## config.mk

```make
export PLATFORM = sky130hd
export DESIGN_NAME = sfwph_protect
export DESIGN_NICKNAME = d
export VERILOG_FILES = /design/src/design/sfwph_protect.v /design/src/design/sfwph_sync.v
export VERILOG_INCLUDE_DIRS = /design/src /design/src/design
export SDC_FILE = /design/constraint.sdc
export NUM_CORES = 1
export LEC_CHECK = 0
export ABC_AREA = 1
export BUFFER_PORTS_ARGS = -buffer_cell sky130_fd_sc_hd__buf_4
export CORE_MARGIN = 2
export CORE_UTILIZATION = 52
export CTS_CLUSTER_DIAMETER = 60
export DETAILED_ROUTE_END_ITERATION = 12
export PLACE_DENSITY = 0.91
export SYNTH_ARGS = -nofsm -noshare
export SYNTH_HDL_FRONTEND = slang
export SYNTH_SLANG_ARGS = --single-unit
```

## constraint.sdc

```tcl
create_clock -name clock -period 3.3 [get_ports clock]
set_input_delay 0.825 -clock clock [delete_from_list [all_inputs] [get_ports clock]]
set_output_delay 0.825 -clock clock [all_outputs]
set_load 0.02 [all_outputs]
```

## src/design/sfwph_regs.vh

```
/*
 * Constants of the serial flash write-protect and pause block: command kinds,
 * status and configuration bit positions, reset values and array geometry.
 * Assumes it is included by bare name from design files of this block and from its bench.
 */
//Function
//- Latch clears at reset and on completion of every modifying command or write-disable.
//- The protected region rejects program and erase but still allows reads.
//- Origin zero: levels protect nothing, top 1..32 sectors, then all.
//- Origin one: levels protect nothing, bottom 1..32 sectors, then all.
//- Hardware protection depends jointly on protect pin level and status-lock bit.
//- Lock bit set with protect pin low freezes lock and level bits.
//- Modifying commands execute only if clock count is a multiple of eight.
//- Pause halts serial traffic but not an operation already in progress.
//- Pause starts on pause pin fall with clock low, else next clock fall.
//- Pause ends on pause pin rise with clock low, else next clock fall.
//- While paused the output floats and serial input and clock are ignored.
//- Chip select rising during pause resets the interface and drops the command.
//- Quad pin mode disables the pause function.
//- Quad pin mode turns protect pin into data line 2, pause into line 3.
//- High voltage on protect pin shortens programming; removal restores normal timing.
//- Quad pin mode disables the fast-program function.
//- Origin bit is configuration bit 5; zero top, one bottom; sticky once set.
`ifndef SFWPH_REGS_VH
`define SFWPH_REGS_VH

// Command kinds delivered by the command decoder.
`define SFWPH_CMD_NONE        4'h0
`define SFWPH_CMD_WR_ENABLE   4'h1
`define SFWPH_CMD_WR_DISABLE  4'h2
`define SFWPH_CMD_PAGE_PROG   4'h3
`define SFWPH_CMD_QUAD_PROG   4'h4
`define SFWPH_CMD_SECT_ERASE  4'h5
`define SFWPH_CMD_BULK_ERASE  4'h6
`define SFWPH_CMD_SMALL_ERASE 4'h7
`define SFWPH_CMD_LARGE_ERASE 4'h8
`define SFWPH_CMD_REG_WRITE   4'h9
`define SFWPH_CMD_OTP_PROG    4'ha

// Status byte layout.
`define SFWPH_ST_BUSY         0
`define SFWPH_ST_LATCH        1
`define SFWPH_ST_LEVEL_LO     2
`define SFWPH_ST_LEVEL_HI     4
`define SFWPH_ST_LOCK         7

// Configuration byte layout.
`define SFWPH_CF_QUAD         1
`define SFWPH_CF_ORIGIN       5

// Reset values.
`define SFWPH_LEVEL_RST       3'h0
`define SFWPH_LOCK_RST        1'h0
`define SFWPH_CONFIG_RST      8'h00

// Geometry: 64 sectors of 64 KB in a 22-bit address space.
`define SFWPH_SECT_HI         21
`define SFWPH_SECT_LO         16
`define SFWPH_LEVEL_ALL       3'h7
`define SFWPH_BITS_MASK       3'h7

`endif

```

## src/design/sfwph_protect.v

```verilog
/*
 * Write-protect and pause logic of a serial flash: write-enable latch,
 * protect-level decode, hardware protection, clock count check, pause
 * control and fast-program detection.
 * Assumes a command decoder on the same clock presents the kind, address and
 * register bytes of the current command while chip select is low, and an
 * array engine that reports busy and completion.
 */
`timescale 1ns/1ps
`include "sfwph_regs.vh"
module sfwph_protect (
   input  wire        clock,
   input  wire        rst_b,
   input  wire        chipSelect_b,
   input  wire        serialClock,
   input  wire        serialIn,
   input  wire        protectFastprogPin_b,
   input  wire        pausePin_b,
   input  wire        highProgramVoltage,
   input  wire [3:0]  cmdKind,
   input  wire [21:0] cmdAddr,
   input  wire [7:0]  newStatus,
   input  wire [7:0]  newConfig,
   input  wire        soWanted,
   input  wire        opBusy,
   input  wire        opDone,
   output reg         opStart,
   output reg  [3:0]  opKind,
   output reg  [21:0] opAddr,
   output reg         opRejected,
   output wire        fastProgram,
   output reg         shiftStrobe,
   output reg         serialData,
   output reg         interfaceReset,
   output wire        soEnable_b,
   output wire        dataLine2,
   output wire        dataLine3,
   output reg         writeEnableLatch,
   output wire [7:0]  statusReg,
   output reg  [7:0]  configReg,
   output wire        softwareProtectState,
   output wire        hardwareProtectState,
   output wire        paused
);
   localparam [2:0] ST_IDLE   = 3'b001;
   localparam [2:0] ST_ACTIVE = 3'b010;
   localparam [2:0] ST_PAUSE  = 3'b100;

   wire [5:0] pinSync;
   wire       csB;
   wire       sck;
   wire       siS;
   wire       wpB;
   wire       holdB;
   wire       highVolt;
   reg        sckPrev;
   reg        holdPrev;
   reg  [2:0] state;
   reg  [2:0] next_state;
   reg  [2:0] clockCount;
   reg        anyClock;
   reg        enterPending;
   reg        exitPending;
   reg  [2:0] protectLevel;
   reg        statusLockBit;
   wire       sckRise;
   wire       sckFall;
   wire       holdFall;
   wire       holdRise;
   wire       csRise;
   wire       quadMode;
   wire       protectOriginBit;
   wire       countOk;
   wire       isModify;
   wire       isArrayOp;
   wire       inRange;
   wire [5:0] sector;
   wire [6:0] span;

   // All pins cross into the clock domain through the agreement filter.
   sfwph_sync #(.WIDTH(6)) pinSyncer (
      .clock      (clock),
      .rst_b      (rst_b),
      .async      ({highProgramVoltage, pausePin_b, protectFastprogPin_b, serialIn, serialClock, chipSelect_b}),
      .resetValue (6'h19),                                 // Idle: select, protect and pause high.
      .sync       (pinSync)
   );
   assign csB   = pinSync[0];
   assign sck   = pinSync[1];
   assign siS   = pinSync[2];
   assign wpB   = pinSync[3];
   assign holdB = pinSync[4];
   assign highVolt = pinSync[5];

   // Edge detection on the filtered pins.
   always @(posedge clock or negedge rst_b) begin
      if (!rst_b) begin
         sckPrev  <= 1'b0;
         holdPrev <= 1'b1;
      end else begin
         sckPrev  <= sck;
         holdPrev <= holdB;
      end
   end
   assign sckRise  = sck & ~sckPrev;
   assign sckFall  = ~sck & sckPrev;
   assign holdFall = ~holdB & holdPrev;
   assign holdRise = holdB & ~holdPrev;
   assign csRise   = csB & (state != ST_IDLE);

   assign quadMode         = configReg[`SFWPH_CF_QUAD];
   assign protectOriginBit = configReg[`SFWPH_CF_ORIGIN];

   // Pause state machine; the pause role is dropped in quad pin mode.
   always @* begin
      next_state = state;
      case (state)
         ST_IDLE: begin
            if (!csB) begin
               next_state = ST_ACTIVE;
            end
         end
         ST_ACTIVE: begin
            if (csB) begin
               next_state = ST_IDLE;
            end else if (!quadMode && ((holdFall && !sck) || (enterPending && sckFall))) begin
               next_state = ST_PAUSE;
            end
         end
         ST_PAUSE: begin
            if (csB) begin
               next_state = ST_IDLE;
            end else if (quadMode || (holdRise && !sck) || (exitPending && sckFall)) begin
               next_state = ST_ACTIVE;
            end
         end
         default: begin
            next_state = ST_IDLE;
         end
      endcase
   end

   // Pending flags cover pause pin edges seen while the clock is high.
   always @(posedge clock or negedge rst_b) begin
      if (!rst_b) begin
         state        <= ST_IDLE;
         enterPending <= 1'b0;
         exitPending  <= 1'b0;
      end else begin
         state <= next_state;
         if (next_state != ST_ACTIVE || holdRise) begin
            enterPending <= 1'b0;
         end else if (holdFall && sck) begin
            enterPending <= 1'b1;
         end
         if (next_state != ST_PAUSE || holdFall) begin
            exitPending <= 1'b0;
         end else if (holdRise && sck) begin
            exitPending <= 1'b1;
         end
      end
   end
   assign paused = (state == ST_PAUSE);

   // Clock pulses are counted only while selected and not paused.
   always @(posedge clock or negedge rst_b) begin
      if (!rst_b) begin
         clockCount     <= 3'h0;
         anyClock       <= 1'b0;
         shiftStrobe    <= 1'b0;
         serialData     <= 1'b0;
         interfaceReset <= 1'b0;
      end else begin
         shiftStrobe    <= (state == ST_ACTIVE) && !csB && sckRise;
         serialData     <= (state == ST_ACTIVE) ? siS : serialData;
         interfaceReset <= csRise && paused;
         if (csB) begin
            clockCount <= 3'h0;
            anyClock   <= 1'b0;
         end else if (state == ST_ACTIVE && sckRise) begin
            clockCount <= clockCount + 3'h1;
            anyClock   <= 1'b1;
         end
      end
   end
   assign countOk = anyClock && ((clockCount & `SFWPH_BITS_MASK) == 3'h0);

   // Protected region decode: a span of sectors at the top or the bottom.
   assign sector = cmdAddr[`SFWPH_SECT_HI:`SFWPH_SECT_LO];
   assign span   = (protectLevel == 3'h0) ? 7'h00 :
                   (protectLevel == `SFWPH_LEVEL_ALL) ? 7'h40 :
                   (7'h01 << (protectLevel - 3'h1));
   assign inRange = protectOriginBit ? ({1'b0, sector} < span) :
                    ({1'b0, sector} >= (7'h40 - span));

   assign isModify  = (cmdKind >= `SFWPH_CMD_PAGE_PROG) && (cmdKind <= `SFWPH_CMD_OTP_PROG);
   assign isArrayOp = isModify && (cmdKind != `SFWPH_CMD_REG_WRITE) && (cmdKind != `SFWPH_CMD_OTP_PROG);

   assign softwareProtectState = (protectLevel != 3'h0);
   assign hardwareProtectState = statusLockBit && !wpB && !quadMode;

   // Commands are judged at chip select rise, never while a pause is broken off.
   always @(posedge clock or negedge rst_b) begin
      if (!rst_b) begin
         writeEnableLatch <= 1'b0;
         protectLevel     <= `SFWPH_LEVEL_RST;
         statusLockBit    <= `SFWPH_LOCK_RST;
         configReg        <= `SFWPH_CONFIG_RST;
         opStart          <= 1'b0;
         opKind           <= `SFWPH_CMD_NONE;
         opAddr           <= 22'h000000;
         opRejected       <= 1'b0;
      end else begin
         opStart    <= 1'b0;
         opRejected <= 1'b0;
         if (csRise && !paused && !opBusy) begin
            if (cmdKind == `SFWPH_CMD_WR_ENABLE && countOk) begin
               writeEnableLatch <= 1'b1;
            end else if (cmdKind == `SFWPH_CMD_WR_DISABLE && countOk) begin
               writeEnableLatch <= 1'b0;
            end else if (isModify) begin
               if (!writeEnableLatch || !countOk) begin
                  opRejected <= 1'b1;
               end else if (cmdKind == `SFWPH_CMD_REG_WRITE) begin
                  writeEnableLatch <= 1'b0;
                  if (!hardwareProtectState) begin
                     protectLevel  <= newStatus[`SFWPH_ST_LEVEL_HI:`SFWPH_ST_LEVEL_LO];
                     statusLockBit <= newStatus[`SFWPH_ST_LOCK];
                  end
                  configReg <= newConfig | (configReg & (8'h01 << `SFWPH_CF_ORIGIN));
               end else if (isArrayOp && (inRange || (cmdKind == `SFWPH_CMD_BULK_ERASE
                            && softwareProtectState))) begin
                  opRejected <= 1'b1;
               end else begin
                  opStart <= 1'b1;
                  opKind  <= cmdKind;
                  opAddr  <= cmdAddr;
               end
            end
         end
         if (opDone) begin
            writeEnableLatch <= 1'b0;
         end
      end
   end

   // Busy is reported straight from the array engine, which pausing never stops.
   assign statusReg = {statusLockBit, 2'h0, protectLevel, writeEnableLatch, opBusy};

   // Output floats while paused or deselected; low enable means driving.
   assign soEnable_b = paused || csB || !soWanted;

   // In quad pin mode the control pins become plain data lines.
   assign dataLine2 = quadMode ? wpB : 1'b0;
   assign dataLine3 = quadMode ? holdB : 1'b0;

   // High voltage shortens programming only outside quad pin mode.
   assign fastProgram = highVolt && !quadMode && (opKind == `SFWPH_CMD_PAGE_PROG
                        || opKind == `SFWPH_CMD_QUAD_PROG || opKind == `SFWPH_CMD_OTP_PROG);
endmodule // sfwph_protect

```

## src/design/sfwph_sync.v

```verilog
/*
 * Three-stage input synchroniser with agreement filter.
 * Assumes inputs are asynchronous to clock; output changes only when
 * stages two and three agree.
 */
`timescale 1ns/1ps
module sfwph_sync #(
   parameter WIDTH = 1
) (
   input  wire             clock,
   input  wire             rst_b,
   input  wire [WIDTH-1:0] async,
   input  wire [WIDTH-1:0] resetValue,
   output reg  [WIDTH-1:0] sync
);
   reg [WIDTH-1:0] stage1;
   reg [WIDTH-1:0] stage2;
   reg [WIDTH-1:0] stage3;
   reg [WIDTH-1:0] filtered;
   reg [1:0]       fill;

   // Stage one feeds stage two only; the fill count tells when stage three holds a real sample.
   always @(posedge clock or negedge rst_b) begin
      if (!rst_b) begin
         stage1 <= {WIDTH{1'b0}};
         stage2 <= {WIDTH{1'b0}};
         stage3 <= {WIDTH{1'b0}};
         fill   <= 2'h0;
      end else begin
         stage1 <= async;
         stage2 <= stage1;
         stage3 <= stage2;
         if (fill != 2'h3) begin
            fill <= fill + 2'h1;
         end
      end
   end

   // Each bit follows stage three once two and three agree on it, and holds otherwise.
   always @(posedge clock or negedge rst_b) begin
      if (!rst_b) begin
         filtered <= {WIDTH{1'b0}};
      end else if (fill != 2'h3) begin
         filtered <= resetValue;
      end else begin
         filtered <= (stage3 & ~(stage2 ^ stage3)) | (filtered & (stage2 ^ stage3));
      end
   end

   // Reset and the fill time show the idle levels, so no false pin edge follows reset.
   always @* begin
      sync = (fill == 2'h3) ? filtered : resetValue;
   end
endmodule // sfwph_sync

```

==> run metrics <==
run status completed; max_cap viols 0; die width about 88 µm; Yosys reg bits 81; YS warnings 0; GRT overflow 0; TritonCTS clock tree built; Finished Core Util around 70%; DIE HEIGHT between 80 and 90 µm; Placed Cells just under 600; RSZ-0062 raised after global routing no; total core area slightly below 7000 µm²; initial detailed-routing violation count 107; final hold vios 0; filler instances 541; Cells after Synth about 410; Least-Margin Pin Slew 0.9677 ns; prevailing post-synth register cell dfrtp_1; pwr/cell area between 400 and 500 nW/µm²; number of synthesized flops with an enable pin 0; Multi-input gate area roughly 1400 µm²; # DRC 0; maximum vdd drop 0.0003575 V; vias per cell about 5.2; Hold-fix buffers, CTS 0; GPL Wtd Cong 0.9283; port buffer count between 100 and 150; Sum Neg Setup Slack 0 ns; Storage cell area roughly 2000 µm²; Post-synth ARST share 100.0%; number of global-route vias before repair 3,212; DPL Wire Length 6294 µm; crit path kind flop to flop; clock skew 0.007459 ns; endpoints failing setup 0; largest net degree at the start of global routing approximately 80; Layout Nets between 500 and 600; initial antenna violation count 0; Max Slew Vio Count 0; Mean Syn Cell Area 9.090 µm²; Tcrit/Tclk final 90.13%; GRT Util Overall between 20% and 30%; commonest non-fill, non-tap cell in the layout nand2_1; initial core utilization 54.29%; critical path startpoint category flop; Clk Latency, worst-skew pair between 0.3 and 0.4 ns; Slew HR between 30 and 40%; crit path DAT 3.21 ns; Worst Setup End Kind flop; Yosys cell types 34; Routed WL per cell between 10 and 15 µm; post-layout min period between 2 and 3 ns; Hold Path Class flop to flop; clock sink total 81; area grow syn2layout 27.50%; total CTS buffers 9; sequential element share of the synthesized area 54.72%; non-filler cells, final between 600 and 700; diodes inserted 0; CTS Buffer Depth 2; Worst Path Required ~3.5 ns; first-pass GRT wire length 13,880 µm; TritonRoute pass-1 iters 4; clock root buffer clkbuf_8; H-tree Lvls 3; setup bufs post-CTS 0; most frequent cells in the layout 127 x nand2_1, 104 x buf_4, 79 x dfrtp_1; DR vias about 3.2k; IO Pins approximately 110; post-CTS sizing 0; die area between 7000 and 8000 µm²; Routed Antenna Nets 0; Mapped Area 3709 µm²; Site Rows 30; WL final around 8600 µm; Reg clk slew, reported paths 0.09 ns; crit path max fanout 27; P_leak between 2 and 3 nW; share of layout cells above drive strength 1 approximately 26%; fmax ~340 MHz
==> cells by family (layout without fill, tap and decap cells) <==
| group | count (synthesis) | count (layout) | share of synthesized area (%) |
|---|---|---|---|
| AOI/OAI and AO/OA | 41 | 41 | 6.275 |
| buffers and inverters | 51 | 154 | 6.478 |
| xor gates and xnor gates | 3 | 3 | 0.9111 |
| DFF | 81 | 81 | 54.72 |
| other | 1 | 2 | 0.1011 |
| and+or+nand+nor | 216 | 216 | 26.45 |
| adders and majority gates | 15 | 15 | 5.061 |
==> metrics by stage <==
stage | hold slack [ns] | instance area [µm²] | setup WS, ns | total power, mW
6_report | 0.3575 | 4728 | 0.3259 | 2.216
5_1_grt | 0.3661 | 4728 | 0.05446 | 2.308
4_1_cts | 0.3602 | 4728 | 0.3496 | 2.234
3_5_place_dp | 0.3397 | 4503 | 0.3858 | 1.423
3_3_place_gp | 0.3318 | 4503 | 0.5276 | 1.401
2_1_floorplan | 0.3312 | 3712 | 0.6246 | 1.284
==> flip-flops by register name, summed over array words and instances (netlist names), 4 cells and up <==
name                flops
opKind                  4
pinSyncer.stage3        6
configReg               8
opAddr                 22
pinSyncer.stage1        6
pinSyncer.stage2        6
pinSyncer.filtered      6
==> synth_stat cells (2+ instances only) <==
| cell | number | area (µm²) |
|---|---|---|
| a211oi_1 | 2 | 15.01 |
| a21oi_1 | 19 | 95.09 |
| buf_2 | 5 | 25.02 |
| buf_4 | 7 | 52.55 |
| buf_6 | 2 | 22.52 |
| clkbuf_1 | 2 | 7.510 |
| dfrtp_1 | 79 | 1977 |
| dfstp_2 | 2 | 52.55 |
| ha_1 | 15 | 187.7 |
| inv_1 | 32 | 120.1 |
| inv_2 | 2 | 7.510 |
| nand2_1 | 127 | 476.7 |
| nand3_1 | 20 | 100.1 |
| nand4_1 | 31 | 193.9 |
| nor2_1 | 23 | 86.33 |
| nor3_1 | 8 | 40.04 |
| o21a_1 | 2 | 15.01 |
| o21ai_0 | 13 | 65.06 |
| o21bai_1 | 2 | 15.01 |
==> critical path, cell delays in order (launching register included) <==
cell     delay, ns
dfrtp_1       0.49
inv_2         0.15
nand3_1       0.13
ha_1          0.26
inv_1         0.10
nor3_1        0.06
a21oi_1       0.16
ha_1          0.29
nand2_1       0.08
nand2_1       0.04
nand4_1       0.07
nand2_1       0.06
nor2_1        0.12
nand3_1       0.10
nand2_1       0.07
nand2_1       0.06
nand2_2       0.12
nand3_4       0.27
nand2_1       0.15
nand2_1       0.07
==> per-layer routing <==
metal	GRT usage (%)	share of wire, %
met1	26.86	41
met3	5.690	7.2
met4	11.43	2.9
met5	0	0
met2	39.37	49
==> area by class of cell <==
class                   count  share of cell area, %
flip-flops and latches     81                  42.92
well taps                  96                  2.540
multi-input cells         277                  30.56
clock buffers              10                  2.699
repair buffers            104                  16.51
inverters                  34                  2.699
clock inverters             6                  2.064
==> worst paths after layout <==
path	start	endpoint	slack [ns]	cells after the start
worst max-delay path	protectLevel[2]$_DFFE_PN0P_	opAddr[12]$_DFFE_PN0P_	0.33	19
worst min-delay path	pinSyncer.stage1[1]$_DFF_PN0_	pinSyncer.stage2[1]$_DFF_PN0_	0.36	0
worst max register to register	protectLevel[2]$_DFFE_PN0P_	opAddr[12]$_DFFE_PN0P_	0.33	19
worst min register to register	pinSyncer.stage1[1]$_DFF_PN0_	pinSyncer.stage2[1]$_DFF_PN0_	0.36	0
max in group asynchronous	rst_b	configReg[5]$_DFFE_PN0P_	2.04	1
min in group asynchronous	rst_b	shiftStrobe$_DFF_PN0_	0.62	1
==> power breakdown <==
group	leakage (nW)	switching (mW)	internal [mW]
clock network	0.113	0.375	0.438
registers	1.04	0.0314	1.05
logic	1.38	0.196	0.123
No activity file was read; power rests on OpenSTA's default activity.
